## config.mk

```make
export PLATFORM = sky130hd
export DESIGN_NAME = uie_irq_ident
export DESIGN_NICKNAME = d
export VERILOG_FILES = /design/src/core/uie_pkg.sv /design/src/core/uie_irq_ident.sv
export SDC_FILE = /design/constraint.sdc
export NUM_CORES = 1
export LEC_CHECK = 0
export BUFFER_PORTS_ARGS = -buffer_cell sky130_fd_sc_hd__buf_2
export CORE_ASPECT_RATIO = 0.9
export CORE_UTILIZATION = 57
export DETAILED_ROUTE_END_ITERATION = 16
export PLACE_DENSITY = 0.95
export SLEW_MARGIN = 5
export SYNTH_ARGS = -nofsm -noshare
export SYNTH_HDL_FRONTEND = slang
export SYNTH_SLANG_ARGS = --single-unit
```

## constraint.sdc

```tcl
create_clock -name clk_i -period 11.6 [get_ports clk_i]
set_input_delay 0.58 -clock clk_i [delete_from_list [all_inputs] [get_ports clk_i]]
set_output_delay 0.58 -clock clk_i [all_outputs]
set_load 0.005 [all_outputs]
```

## src/core/uie_pkg.sv

```systemverilog
// package for the serial port interrupt enable / identification block
// assumes a 32-bit classic wishbone slave on the peripheral clock
package uie_pkg;

  // ==========================================================
  // register map
  localparam logic [31:0] IER_ADDR = 32'he0010004;
  localparam logic [31:0] IIR_ADDR = 32'he0010008;
  localparam logic [31:0] EVT_ADDR = 32'he0010040;
  localparam logic [31:0] EMASK_ADDR = 32'he0010044;

  // ==========================================================
  // field positions and reset values
  localparam int IER_DAV_BIT = 0;
  localparam int IER_TXE_BIT = 1;
  localparam int IER_LERR_BIT = 2;
  localparam int IER_MODEM_BIT = 3;
  localparam int IER_W = 4;
  localparam logic [IER_W-1:0] IER_RST = 4'h0;

  localparam logic [2:0] IIR_LERR = 3'h3;
  localparam logic [2:0] IIR_DAV = 3'h2;
  localparam logic [2:0] IIR_TMO = 3'h6;
  localparam logic [2:0] IIR_TXE = 3'h1;
  localparam logic [2:0] IIR_MODEM = 3'h0;
  localparam logic [3:0] IIR_SNAP_RST = 4'h1;

  localparam int EVT_LERR = 0;
  localparam int EVT_DAV = 1;
  localparam int EVT_TMO = 2;
  localparam int EVT_TXE = 3;
  localparam int EVT_MODEM = 4;
  localparam int EVT_W = 5;
  localparam logic [EVT_W-1:0] EVT_RST = 5'h00;
  localparam logic [EVT_W-1:0] EMASK_RST = 5'h00;

  // ==========================================================
  // timing, in receive clock ticks (16x baud enables)
  localparam int CNT_W = 12;
  localparam logic [CNT_W-1:0] CTO_WL_MUL = 12'h007;
  localparam logic [CNT_W-1:0] CTO_WL_SUB = 12'h002;
  localparam logic [CNT_W-1:0] CTO_SCALE = 12'h008;
  localparam logic [CNT_W-1:0] CTO_ADD = 12'h001;
  localparam logic [CNT_W-1:0] RCLK_PER_BIT = 12'h010;

  // ==========================================================
  // carriers
  typedef struct packed {
    logic [31:0] adr;
    logic [31:0] dat;
    logic [3:0] sel;
    logic we;
    logic cyc;
    logic stb;
  } uie_wb_req_s;

  typedef struct packed {
    logic overrun;
    logic parity_error;
    logic framing_error;
    logic break_detected;
  } uie_lerr_s;

  typedef struct packed {
    logic dcd;
    logic ri;
    logic dsr;
    logic cts;
  } uie_modem_s;

  typedef struct packed {
    uie_modem_s msync1;
    uie_modem_s msync2;
    uie_modem_s mprev;
    logic [1:0] mvalid;
    logic [IER_W-1:0] ier;
    logic line_err;
    logic tmo;
    logic [CNT_W-1:0] cto_cnt;
    logic txe_irq;
    logic txe_done;
    logic seen2;
    logic [CNT_W-1:0] txe_cnt;
    logic modem_irq;
    logic dav_prev;
    logic [3:0] snap;
    logic [EVT_W-1:0] evt;
    logic [EVT_W-1:0] emask;
    logic ack;
    logic [7:0] dat;
  } uie_state_s;

  localparam uie_state_s STATE_RST = '{ier: IER_RST, snap: IIR_SNAP_RST, evt: EVT_RST,
                                       emask: EMASK_RST, default: '0};

endpackage

```

## src/core/uie_irq_ident.sv

```systemverilog
// interrupt enable and identification logic of the serial port
// assumes receiver, transmitter and fifo logic on the same clock supply
// strobes and levels; modem pins arrive asynchronously
//
// Notes on behaviour
// - enable bit 0 gates data-available and character time-out interrupts
// - enable bit 1 gates the transmit holding empty interrupt
// - enable bit 2 gates receive line status error interrupts
// - enable bit 3 gates the modem status interrupt
// - enable bits 7:4 reserved; software writes zeros, reads zero
// - identify bit 0 reads 0 when enabled interrupt pending, resets to 1
// - identify bits 3:1 encode source: 011, 010, 110, 001, 000
// - priority: line error, then data/timeout, then transmit empty, then modem
// - identify bits 7:6 mirror fifo enable; 5:4 reserved; read-only
// - identify state frozen during its read; new interrupts reported next read
// - line error raised by overrun/parity/framing/break, cleared by status read
// - data available while receive fill at or above trigger level, or non-zero with fifo off
// - time-out when fifo non-empty and idle for 3.5 to 4.5 characters
// - any receive fifo read or write clears time-out and restarts timing
// - transmit empty clears on write or identify read showing it; immediate after two held
// - modem interrupt on dcd/dsr/cts change or ri rise, cleared by status read
// - time-out period ((wl*7-2)*8 + (trig-count)*8 + 1) receive ticks
//
// Our own choice: the Wishbone slave port.
`timescale 1ns/1ns
module uie_irq_ident #(
  parameter int FIFO_CNT_W = 5
) (
  input wire logic clk_i,
  input wire logic rst_i,
  input wire uie_pkg::uie_wb_req_s wb_i,
  output logic [31:0] wb_dat_o,
  output logic wb_ack_o,
  input wire logic divisor_access_select_i,
  input wire logic fifo_en_i,
  input wire uie_pkg::uie_lerr_s line_err_i,
  input wire logic line_status_rd_i,
  input wire uie_pkg::uie_modem_s modem_pins_i,
  input wire logic modem_status_rd_i,
  input wire logic [FIFO_CNT_W-1:0] rx_count_i,
  input wire logic [FIFO_CNT_W-1:0] rx_trig_level_i,
  input wire logic rx_wr_i,
  input wire logic rx_rd_i,
  input wire logic rclk_tick_i,
  input wire logic [3:0] word_len_i,
  input wire logic tx_empty_i,
  input wire logic tx_held_two_i,
  input wire logic thr_wr_i,
  output logic irq_o,
  output logic evt_irq_o
);
  import uie_pkg::*;

  uie_state_s q;
  uie_state_s d;

  logic req;
  logic rd;
  logic wr;
  logic sel_ier;
  logic sel_iir;
  logic sel_evt;
  logic sel_msk;
  logic iir_busy;
  logic iir_rd;
  logic dav_lvl;
  logic act;
  logic mchg;
  logic [4:0] pend;
  logic [3:0] live;
  logic [CNT_W-1:0] cto_period;
  logic [CNT_W-1:0] txe_period;
  logic [CNT_W-1:0] trig_gap;
  logic [EVT_W-1:0] evt_set;
  logic [7:0] rdat;
  logic tmo_set;
  logic txe_set;

  // ==========================================================
  // bus decode
  always_comb begin
    req = wb_i.cyc & wb_i.stb & ~q.ack;
    rd = req & ~wb_i.we;
    wr = req & wb_i.we & wb_i.sel[0];
    // divisor latch shares this address while its select is set
    sel_ier = (wb_i.adr == IER_ADDR) & ~divisor_access_select_i;
    sel_iir = wb_i.adr == IIR_ADDR;
    sel_evt = wb_i.adr == EVT_ADDR;
    sel_msk = wb_i.adr == EMASK_ADDR;
    iir_busy = wb_i.cyc & wb_i.stb & ~wb_i.we & sel_iir;
    iir_rd = rd & sel_iir;
  end

  // ==========================================================
  // source levels, priority and timing figures
  always_comb begin
    act = rx_wr_i | rx_rd_i;
    dav_lvl = fifo_en_i ? (rx_count_i >= rx_trig_level_i) : (rx_count_i != '0);
    mchg = q.mvalid[1] & ((q.msync2.dcd ^ q.mprev.dcd) | (q.msync2.dsr ^ q.mprev.dsr)
           | (q.msync2.cts ^ q.mprev.cts) | (q.msync2.ri & ~q.mprev.ri));
    pend[0] = q.ier[IER_LERR_BIT] & q.line_err;
    pend[1] = q.ier[IER_DAV_BIT] & dav_lvl;
    pend[2] = q.ier[IER_DAV_BIT] & q.tmo;
    pend[3] = q.ier[IER_TXE_BIT] & q.txe_irq;
    pend[4] = q.ier[IER_MODEM_BIT] & q.modem_irq;
    // data available outranks time-out inside the shared second level
    if (pend[0]) begin
      live = {IIR_LERR, 1'b0};
    end else if (pend[1]) begin
      live = {IIR_DAV, 1'b0};
    end else if (pend[2]) begin
      live = {IIR_TMO, 1'b0};
    end else if (pend[3]) begin
      live = {IIR_TXE, 1'b0};
    end else if (pend[4]) begin
      live = {IIR_MODEM, 1'b0};
    end else begin
      live = IIR_SNAP_RST;
    end
    if (rx_trig_level_i > rx_count_i) begin
      trig_gap = CNT_W'(rx_trig_level_i - rx_count_i);
    end else begin
      trig_gap = '0;
    end
    cto_period = CNT_W'((CNT_W'(word_len_i) * CTO_WL_MUL - CTO_WL_SUB) * CTO_SCALE
                 + trig_gap * CTO_SCALE + CTO_ADD);
    // start bit plus data bits: one character less its stop bit
    txe_period = CNT_W'((CNT_W'(word_len_i) + 12'h001) * RCLK_PER_BIT);
  end

  // ==========================================================
  // register read mux; reserved bits read as zero
  always_comb begin
    rdat = 8'h00;
    if (sel_ier) begin
      rdat = {4'h0, q.ier};
    end else if (sel_iir) begin
      rdat = {{2{fifo_en_i}}, 2'b00, q.snap};
    end else if (sel_evt) begin
      rdat = {3'h0, q.evt};
    end else if (sel_msk) begin
      rdat = {3'h0, q.emask};
    end
  end

  // ==========================================================
  // next state
  always_comb begin
    d = q;
    tmo_set = 1'b0;
    txe_set = 1'b0;
    d.ack = req;
    if (rd) begin
      d.dat = rdat;
    end
    if (wr && sel_ier) begin
      d.ier = wb_i.dat[IER_W-1:0];
    end
    if (!iir_busy) begin
      d.snap = live;
    end

    // modem pins: two-flop synchroniser, then change detect
    d.msync1 = modem_pins_i;
    d.msync2 = q.msync1;
    d.mprev = q.msync2;
    d.mvalid = {q.mvalid[0], 1'b1};

    if (line_status_rd_i) begin
      d.line_err = 1'b0;
    end
    if (|line_err_i) begin
      d.line_err = 1'b1;
    end
    if (modem_status_rd_i) begin
      d.modem_irq = 1'b0;
    end
    if (mchg) begin
      d.modem_irq = 1'b1;
    end

    // character time-out timer runs on receive ticks only
    if (act || rx_count_i == '0) begin
      d.tmo = 1'b0;
      d.cto_cnt = '0;
    end else if (rclk_tick_i && !q.tmo) begin
      if (q.cto_cnt + 12'h001 >= cto_period) begin
        tmo_set = 1'b1;
        d.tmo = 1'b1;
        d.cto_cnt = '0;
      end else begin
        d.cto_cnt = q.cto_cnt + 12'h001;
      end
    end

    // transmit empty: clear first so a same-cycle set wins
    if (tx_held_two_i) begin
      d.seen2 = 1'b1;
    end
    if (thr_wr_i || (iir_rd && q.snap == {IIR_TXE, 1'b0})) begin
      d.txe_irq = 1'b0;
    end
    if (!tx_empty_i) begin
      d.txe_done = 1'b0;
      d.txe_cnt = '0;
    end else if (!q.txe_done) begin
      if (q.seen2) begin
        txe_set = 1'b1;
      end else if (rclk_tick_i) begin
        if (q.txe_cnt + 12'h001 >= txe_period) begin
          txe_set = 1'b1;
        end else begin
          d.txe_cnt = q.txe_cnt + 12'h001;
        end
      end
    end
    if (txe_set) begin
      d.txe_irq = 1'b1;
      d.txe_done = 1'b1;
      d.seen2 = 1'b0;
      d.txe_cnt = '0;
    end

    // sticky event log, write one to clear, set wins
    d.dav_prev = dav_lvl;
    evt_set = '0;
    evt_set[EVT_LERR] = |line_err_i;
    evt_set[EVT_DAV] = dav_lvl & ~q.dav_prev;
    evt_set[EVT_TMO] = tmo_set;
    evt_set[EVT_TXE] = txe_set;
    evt_set[EVT_MODEM] = mchg;
    if (wr && sel_evt) begin
      d.evt = q.evt & ~wb_i.dat[EVT_W-1:0];
    end
    d.evt = d.evt | evt_set;
    if (wr && sel_msk) begin
      d.emask = wb_i.dat[EVT_W-1:0];
    end
  end

  always_ff @(posedge clk_i) begin
    if (rst_i) begin
      q <= STATE_RST;
    end else begin
      q <= d;
    end
  end

  // ==========================================================
  // outputs
  assign wb_ack_o = q.ack;
  assign wb_dat_o = {24'h000000, q.dat};
  assign irq_o = ~live[0];
  assign evt_irq_o = |(q.evt & q.emask);
endmodule // uie_irq_ident

```

* Yosys cells after proc, flatten, opt, wreduce, memory -nomap -nowiden
Index checks and enable logic that the tools add are counted.
** Storage, ports and cells
- Register bits after elaboration :: 72
- Latch bits :: 0
- Memory bits (writable) :: 0
- ROM bits :: 0
- Input port bits :: 105
- Output and inout bits :: 35
- Word-level logic and storage cells :: 147
- Memories kept :: 0
** Operators by class
- Add/sub/neg operators :: 7
- $mul :: 1
- Div/mod/pow operators :: 0
- $lt $le $gt $ge :: 4
- Equal/unequal tests :: 6
- Shift operators :: 0
- Multiplexer cells :: 42
- Bitwise logic cells :: 38
- Reductions and logical operators :: 20
** Operators with widths (number)
- $eq 32x32->1 const B :: 4
- $mux 12 :: 6
- $mux 59 :: 1
- $add 12x1->12 const B :: 3
- $mux 13 :: 2
- $mux 8 :: 3
- $mux 4 :: 5
- $mux 5 :: 4
- $mux 1 :: 18
- $and 1x1->1 :: 17
- $mux 15 :: 1
- $add 12x12->12 :: 1
- $ge 12x12->1 :: 1
- $ge 12x9->1 :: 1
- $and 5x5->5 :: 2
- $not 1->1 :: 10
- $mux 9 :: 1
- $sub 7x2->8 const B :: 1
- $mul 4x3->7 const B :: 1
- $reduce_bool 2->1 :: 3
- $sub 5x5->6 :: 1
- $add 4x1->5 const B :: 1
- $ge 5x5->1 :: 1
- $gt 5x5->1 :: 1
- other kinds (18) :: 29

* Longest topological paths before layout
Gate-level depths: netlist of run 1.
- Depth after elaboration :: 10
- Gate-level depth with buffers :: 24
- Gate-level depth less buffers :: 23

* Worst setup path before layout of run 1
Ideal clock, no wire load.
- Kind :: input to register
- Start :: input rx_trig_level_i[0]
- End :: register q[41] (netlist name)
- Setup time :: 0.070 ns
- Arrival time :: 4.681 ns
- Data required time :: 11.530 ns
- Path slack :: 6.849 ns
- Cell stages on the path :: 22
- Path buffers :: 1
- Cell sequence :: inv_1 ha_1 inv_2 fa_1 a21o_1 a211oi_1 or2_1 nor2_1 ha_1 nor2b_1 o21ai_1 a21oi_1 o21a_1 nor2_1 xor2_1 ha_1 a21o_1 a21o_1 a221oi_1 clkbuf_1 nand3_1 a21oi_1
** Between the ends
- Longest elaborated chain between the ends :: 6
- Elaborated cells between the ends (all ways) :: 7
- Classes of those cells :: 3 x add/sub; 2 x order compare; 2 x mux
** Ends and longest elaborated chain
- start: declaration :: RTL line uie_irq_ident.sv:41 : input wire logic [FIFO_CNT_W-1:0] rx_trig_level_i,
- $sub 5x5->6 / $gt 5x5->1 (equally long branches) :: RTL line uie_irq_ident.sv:121, uie_irq_ident.sv:120
- $mux 9 (*) :: RTL line uie_irq_ident.sv:120 : if (rx_trig_level_i > rx_count_i) begin
- $add 12x12->12 (*) :: RTL line uie_irq_ident.sv:126 : + trig_gap * CTO_SCALE + CTO_ADD);
- $add 12x1->12 (*) :: RTL line uie_irq_ident.sv:126
- $ge 12x12->1 (*) :: RTL line uie_irq_ident.sv:187 : if (q.cto_cnt + 12'h001 >= cto_period) begin
- $mux 12 (*) :: RTL line uie_irq_ident.sv:187
- end signal: assignment :: RTL line uie_irq_ident.sv:243 : q <= STATE_RST;
- end signal: assignment :: RTL line uie_irq_ident.sv:245 : q <= d;
- end: declaration :: RTL line uie_irq_ident.sv:54 : uie_state_s q;
Every way passes the cells marked *; elsewhere a longest branch is shown, timed or not.
A chain may end at the register's enable or synchronous reset.

* Final worst setup path of run 1
- Start :: input rx_trig_level_i[0]
- End :: register q[40] (netlist name)
The elaborated chain is that of the path after synthesis.

==> results of run 1 <==
-- through the flow --
step | std cells | instance area [um^2] | hold slack, ns | util
CTS | 783 | 5440 | 0.420 | 0.664
global placement | 767 | 5230 | 0.403 | 0.639
finish | 783 | 5440 | 0.418 | 0.664
global route | 783 | 5440 | 0.437 | 0.664
detailed placement | 767 | 5230 | 0.417 | 0.639
floorplan | 618 | 4970 | 0.397 | -
-- power by group --
| part | internal (W) | total [W] | leakage, nW | switching, W |
|---|---|---|---|---|
| Sequential | 0.000245 | 0.000249 | 0.569 | 0.00000336 |
| Clock | 0.000101 | 0.000203 | 0.0964 | 0.000101 |
| Combinational | 0.0000585 | 0.000137 | 1.75 | 0.0000785 |
| Total | 0.000405 | 0.000588 | 2.42 | 0.000183 |
-- cell type report --
type                            count  share of cell area
Sequential cell                    70               0.258
Timing Repair Buffer               85              0.0787
Clock buffer                        9              0.0228
Tap cell                          115              0.0265
Clock inverter                      7              0.0147
Multi-Input combinational cell    457               0.572
Inverter                           40              0.0276
-- kinds of logic (layout without fill, tap and decap cells) --
kind of cell             after synthesis  count (layout)
adder cells (fa/ha/maj)               50              50
other                                  1              25
multiplexers                          14              14
AND/OR/NAND/NOR                      221             221
XOR/XNOR                              32              32
AO/OA/AOI/OAI                        115             115
flip-flops                            70              70
buffers and inverters                 91             141
-- metal layers --
metal,global-route usage,up-vias,share of wire
met5,0,-,0
met4,0.140,0,0.043
met3,0.0498,50,0.060
met2,0.483,194,0.50
met1,0.284,2118,0.39
li1,-,2183,-
-- flip-flops by register name, summed over array words and instances, names as in the netlist --
| signal | flops |
|---|---|
| q | 54 |
| d | 9 |
| wb_dat_o | 6 |
| wb_ack_o | 1 |
-- critical path, cell delays in order --
cell	delay (ns)
buf_2	0.11
inv_1	0.06
ha_1	0.15
inv_2	0.05
fa_1	0.40
a21o_1	0.21
a211oi_1	0.41
or2_1	0.23
nor2_1	0.09
ha_1	0.34
nor2b_1	0.16
o21ai_1	0.16
a21oi_1	0.10
o21a_1	0.19
nor2_1	0.14
xor2_1	0.18
ha_1	0.26
a21o_1	0.18
a21o_1	0.18
a221oi_1	0.25
buf_4	0.26
nand2_1	0.09
o31ai_1	0.21
-- Yosys cell counts, types with 14 or more instances --
cell	count	share of area
dfxtp_1	70	0.29
nand2_1	48	0.037
ha_1	45	0.12
nor2_1	44	0.034
a21oi_1	41	0.042
inv_1	38	0.029
buf_4	32	0.049
nand3_1	23	0.024
nor2b_1	22	0.028
clkbuf_1	17	0.013
xnor2_1	16	0.029
xor2_1	16	0.029
nor3_1	14	0.014
-- worst paths after layout --
| check | to | depth (start not counted) |
|---|---|---|
| max | q[40] | 23 |
| min | q[15] | 1 |
| max reg2reg | q[37] | 11 |
| min reg2reg | q[15] | 1 |
==> results.cfg, run 1 <==
[clock_tree]
numCtsBuffers = 9
post_cts_buffers = 0
clockBufferDepth = 2
cts_tree = done
clk_pin_slew_worst_paths_ns = 0.08
cts.sinks = 70
cts_hold_buffers = 0
root_buffer = clkbuf_8
insertion_delay_ns = 0.35
cts-resized-gates = 0
cts.htree.levels = 3

[global_route]
grt_start_max_net_pins = 44
track_usage = 0.264
grt_pass1_wl_um = 19000
antenna_found_initial = 0
first_global_vias = 4454
gr-total-overflow = 0

[power_and_ir_drop]
irDropWorstVdd_mv = 0.0950
power.leakage_nw = 2.42
powerDensity_mw_per_mm2 = 108
finalPower_w = 0.000588

[sta]
hold_viol_final = 0
slew_headroom = 0.474
final.setup.tns_ns = 0
post-route-period-util = 0.409
fin_ws_ns = 6.86
setup_viol = 0
layout_min_cycle_time_ns = 4.74
finalClockSkew_ns = 0.00750
max_clock_freq_ghz = 0.211
worstMarginPinSlew_ns = 0.786
rsz0062_at_grt = no
slew_violations = 0

[placed_design]
hpwl_um = 8900
gp_congestion = 0.919
portBuffers = 84
post-place-ws_ns = 6.57

[final_layout]
register_area_mm2 = 0.00140
antennaDiodeCount = 0
final_cell_mix = 84 x buf_2, 70 x dfxtp_1, 48 x nand2_1
layout-drive-gt1-share = 0.163
area_delta_synth_final_pct = 11.3
n_fill_cell = 638
multi_input_area_mm2 = 0.00311
fin_nets = 818
final_common_cell = buf_2

[die]
start_util = 0.597
die_area_mm2 = 0.00894
rows = 31
die_w_um = 99.6
die-height_um = 89.8
boundaryPins = 140
core_mm2 = 0.00818

[synthesis]
ys_types = 63
synth.area.mux_share = 0.0297
ys_async_sr_fraction = 0
synth_fa_ha_area_frac = 0.136
synth_seq_cells = 70
synth_edf_count = 0
yosysSeqAreaShare = 0.287
syn_avg_cell_area_um2 = 8.22
synth_compound_area_frac = 0.157
netlist_area_mm2 = 0.00488
synth_ff_type = dfxtp_1
synth-xor-area-share = 0.0574
synth_simple_gate_area_frac = 0.238
yosysWarnings = 0
synthCells = 594
synth_top_family_by_area = simple AND/OR/NAND/NOR gates

[critical_path]
worstSetupEndpointType = flop
worst-setup-path-type = primary input to flop
worstPathArrival_ns = 5.01
required_ns = 11.87
r2r_slack_ns = 8.01
path_max_fanout = 16
cp-startpoint = rx_trig_level_i[0]
r2r_start = q[25]
cp-start-kind = primary input

[route]
firstDrtPassIters = 5
drc_errors = 0
drt_iter0_drc = 264
antenna_left = 0
drt_wl_total_um = 11500
wire_per_inst_um = 14.7
via_per_inst = 5.80
num_vias = 4545

[run]
maxCapViolCount = 0

[outcome]
outcome = finished clean

[hold_path]
worstHoldStart = q[23]
min_path_type = flop to flop
No activity file was read; power rests on OpenSTA's default activity.
==> inputs of run 2 (changes only) <==
CORE_UTILIZATION = 48   (was 57)
PLACE_DENSITY = 0.89   (was 0.95)
clock period = 4.3 ns   (was 11.6 ns; I/O delays follow)
==> results.cfg, run 2 (synthesis gave the netlist of run 1 again) <==
[outcome]
outcome = finished clean

[critical_path]
worst_r2r_path_depth = 11
r2r_slack_ns = 0.74
path_max_fanout = 8
path_cells = buf_2, inv_1, ha_1, inv_2, fa_1, a21o_1, a211oi_2, nor2_1, nand2_1, inv_1, ha_1, a21o_1, a21oi_1, nand2b_1, a21oi_1, o41a_1, xnor2_1, ha_1, nand4_1, a21oi_1, a221oi_2, buf_4, nand2_1, o31ai_2
r2r_start = q[25]
worst-setup-path-type = primary input to flop
worstSetupEndpointType = flop
worstReg2RegEnd = q[37]
worstPathArrival_ns = 4.26
slowest_stage = fa_1
slowest_delay_ns = 0.39
required_ns = 4.55
cp-start-kind = primary input

[global_route]
gr-total-overflow = 0
grt_start_max_net_pins = 43
antenna_found_initial = 0
first_global_vias = 4142
grt.busiest_layer = met2
use_met3 = 0.0490
use_met1 = 0.273
met2_usage = 0.382
grt_pass1_wl_um = 18600
track_usage = 0.222

[die]
die_w_um = 108
die-height_um = 97.7
rows = 34
boundaryPins = 140
die_area_mm2 = 0.0106
start_util = 0.499
core_mm2 = 0.00978

[clock_tree]
clk_pin_slew_worst_paths_ns = 0.06
cts-resized-gates = 0
post_cts_buffers = 0
clockBufferDepth = 2
cts.sinks = 70
cts_tree = done
cts_hold_buffers = 0
cts.htree.levels = 3
root_buffer = clkbuf_16
insertion_delay_ns = 0.34
numCtsBuffers = 9

[route]
drt_iter0_drc = 259
wire_per_inst_um = 14.2
via_per_inst = 5.57
firstDrtPassIters = 5
num_vias = 4486
drt_wl_total_um = 11400
antenna_left = 0
drc_errors = 0

[power_and_ir_drop]
finalPower_w = 0.00193
power.leakage_nw = 2.55
powerDensity_mw_per_mm2 = 339
irDropWorstVdd_mv = 0.196

[final_layout]
final_cell_area_mm2 = 0.00571
largest_register_ffs = 54
layout-drive-gt1-share = 0.184
n_fill_cell = 835
area_delta_synth_final_pct = 16.9
fin_nets = 830
top_register = q
final_cell_mix = 84 x buf_2, 70 x dfxtp_1, 48 x nand2_1
final_common_cell = buf_2
antennaDiodeCount = 0

[sta]
slew_violations = 0
slew_headroom = 0.415
finalClockSkew_ns = 0.00967
layout_min_cycle_time_ns = 4.01
final.setup.tns_ns = 0
rsz0062_at_grt = no
worstMarginPinSlew_ns = 0.869
max_clock_freq_ghz = 0.249
hold_viol_final = 0
setup_viol = 0
worst_hold_slack_ns = 0.0853
post-route-period-util = 0.933
fin_ws_ns = 0.289

[hold_path]
worstHoldStart = modem_pins_i[2]
hold_path_depth = 2
min_to = d[66]
min_path_type = primary input to flop

[placed_design]
gp_congestion = 0.858
portBuffers = 84
hpwl_um = 8460
post-place-ws_ns = -0.0852
place_area_mm2 = 0.00534

[run]
maxCapViolCount = 0
-- run 2: cell count changes in the layout (fill, tap and decap cells not counted), sizes merged --
| cell | previous run | this run |
|---|---|---|
| buf | 85 | 97 |
| bufinv | 1 | 3 |
| clkbuf | 9 | 10 |
| clkinv | 2 | 0 |
| clkinvlp | 2 | 1 |
-- run 2: power by group --
part           switching [W]  internal, W
clock network       0.000291     0.000586
registers          0.0000100     0.000663
logic               0.000212     0.000173
total               0.000513      0.00142
-- run 2: cell type report --
type	instances	area [um^2]	area share
repair buffers	97	518	0.0907
clock buffers	10	239	0.0419
flip-flops and latches	70	1400	0.245
well taps	126	158	0.0276
clock inverters	6	115	0.0202
inverters	40	150	0.0263
multi-input cells	457	3130	0.548
-- run 2: critical path, delay by kind of cell --
kind                     cells  cell delay [ns]
buffers and inverters        5             0.47
adder cells (fa/ha/maj)      4             1.09
AND/OR/NAND/NOR              5             0.51
AO/OA/AOI/OAI                9             1.81
XOR/XNOR                     1             0.20
-- run 2: metrics by stage --
stage           util  cells
6_report       0.584    806
5_1_grt        0.584    806
4_1_cts        0.582    806
3_5_place_dp   0.546    790
3_3_place_gp   0.546    790
2_1_floorplan      -    618
-- run 2: worst max-delay path by stage --
| stage | from | endpoint | slack [ns] | cells after the start |
|---|---|---|---|---|
| after floorplan | rx_trig_level_i[0] | q[41] | 0.08 | 22 |
| after global placement | word_len_i[1] | q[40] | 0.08 | 20 |
| after detailed placement | rx_trig_level_i[0] | q[40] | -0.09 | 24 |
| after CTS | rx_trig_level_i[0] | q[40] | 0.15 | 24 |
| after global routing | rx_trig_level_i[0] | q[40] | 0.02 | 24 |
| final | rx_trig_level_i[0] | q[40] | 0.29 | 24 |
-- run 2: routing by layer --
layer  up-vias  share of wire  routed length, um
met5         -              0                  0
met3        18          0.074                846
li1       2202              -                  -
met4         0          0.014                161
met2       176           0.49               5600
met1      2090           0.42               4840
==> inputs of run 3 (changes only) <==
CORE_MARGIN = 2   (was not set)
==> results.cfg, run 3 (synthesis gave the netlist of run 1 again) <==
[sta]
max_clock_freq_ghz = 0.252
final.setup.tns_ns = 0
slew_violations = 0
post-route-period-util = 0.924
slew_headroom = 0.485
worstMarginPinSlew_ns = 0.765
hold_viol_final = 0
layout_min_cycle_time_ns = 3.97
finalClockSkew_ns = 0.00536
setup_viol = 0

[clock_tree]
clockBufferDepth = 2
clk_pin_slew_worst_paths_ns = 0.06
cts.htree.levels = 3
numCtsBuffers = 9
insertion_delay_ns = 0.33
cts_hold_buffers = 0
root_buffer = clkbuf_16
cts_tree = done
cts.sinks = 70

[final_layout]
final_cell_mix = 84 x buf_2, 70 x dfxtp_1, 48 x nand2_1
fin_util = 0.576
register_area_mm2 = 0.00140
multi_input_area_mm2 = 0.00313
layout-drive-gt1-share = 0.179
fin_nets = 827
top_register = q
largest_register_ffs = 54
fin_cells = 802
final_common_cell = buf_2
antennaDiodeCount = 0
n_fill_cell = 851
area_delta_synth_final_pct = 15.4

[die]
core_mm2 = 0.00978
die-height_um = 99.7
die_w_um = 110
boundaryPins = 140
start_util = 0.499
rows = 34
die_area_mm2 = 0.0110

[critical_path]
worstSetupEndpointType = flop
path_cells = buf_2, inv_1, ha_1, fa_1, inv_1, ha_1, a21o_1, a21oi_2, xor2_1, ha_1, o21a_1, nor2_1, xor2_1, ha_1, a21o_1, a21o_1, a221oi_2, buf_6, nand2_1, o31ai_2
required_ns = 4.54
slowest_stage = fa_1
cp-startpoint = word_len_i[1]
cp-start-kind = primary input
critical-path-top-delay-family = adder cells
critPathMostFrequentCell = ha_1
worst-setup-path-type = primary input to flop
slowest_delay_ns = 0.57
path_max_fanout = 16
worstPathArrival_ns = 4.21
worstPathBufferInverterCount = 4
r2r_start = q[25]

[power_and_ir_drop]
powerDensity_mw_per_mm2 = 317
irDropWorstVdd_mv = 0.211
power.leakage_nw = 2.52

[global_route]
first_global_vias = 4119
gr-total-overflow = 0
track_usage = 0.207
grt_start_max_net_pins = 43
grt_pass1_wl_um = 18200
antenna_found_initial = 0

[route]
drt_iter0_drc = 234
drt_wl_total_um = 11100
wire_per_inst_um = 13.9
drc_errors = 0
firstDrtPassIters = 6
antenna_left = 0
num_vias = 4397
via_per_inst = 5.48

[hold_path]
worstHoldStart = modem_pins_i[0]
min_path_type = primary input to flop

[placed_design]
hpwl_um = 8380
gp_congestion = 0.860
place.detailed.instances = 787
portBuffers = 84

[outcome]
outcome = finished clean

[run]
maxCapViolCount = 0
-- run 3: metrics by stage --
stage / hold slack [ns] / total power [W] / worst slack [ns] / cell area (um^2)
6_report: 0.0952 / 0.00179 / 0.327 / 5640
2_1_floorplan: 0.343 / 0.000962 / 0.0779 / 4980
5_1_grt: 0.107 / 0.00188 / -0.0109 / 5640
3_3_place_gp: 0.404 / 0.00104 / 0.0608 / 5320
3_5_place_dp: 0.405 / 0.00105 / -0.0666 / 5320
4_1_cts: 0.0944 / 0.00179 / 0.239 / 5620
-- run 3: layer usage --
metal | up-vias | GRT usage | share of wire
met2 | 180 | 0.345 | 0.47
met5 | - | 0 | 0
met3 | 23 | 0.0465 | 0.081
met1 | 1988 | 0.263 | 0.43
li1 | 2206 | - | -
met4 | 0 | 0.0692 | 0.022
-- run 3: timing repair --
| action | CTS | global route |
|---|---|---|
| setup buffers | 0 | 0 |
| gates resized for setup | 0 | 4 |
| endpoints found under the hold margin | 0 | 0 |
| setup endpoints to repair | 0 | 12 |
-- run 3: cell type report --
cell class | instances | area share
well taps | 126 | 0.0280
multi-input cells | 457 | 0.555
inverters | 40 | 0.0266
clock buffers | 10 | 0.0424
clock inverters | 5 | 0.0107
repair buffers | 94 | 0.0886
flip-flops and latches | 70 | 0.249
-- run 3: final timing paths --
| check | cells past startpoint | slack (ns) | endpoint |
|---|---|---|---|
| setup / recovery | 20 | 0.33 | q[40] |
| setup reg to reg | 11 | 0.73 | q[37] |
| hold reg to reg | 1 | 0.41 | q[15] |
| hold / removal | 2 | 0.1 | d[64] |
-- run 3: worst register-to-register path, stage by stage (launching register included) --
cell and delay (ns):
dfxtp_1 0.44, ha_1 0.30, nand3_2 0.16, or3_4 0.47, xnor2_1 0.14, ha_1 0.31
a21oi_1 0.16, o2111ai_1 0.18, a2111oi_4 0.35, o21ai_2 0.27, o31ai_1 0.49, o221a_1 0.26
-- run 3: report_power, final --
part           internal [W]  switching [W]  leakage, nW
combinational      0.000169       0.000205         1.80
sequential         0.000663      0.0000100        0.569
clock              0.000462       0.000280        0.145
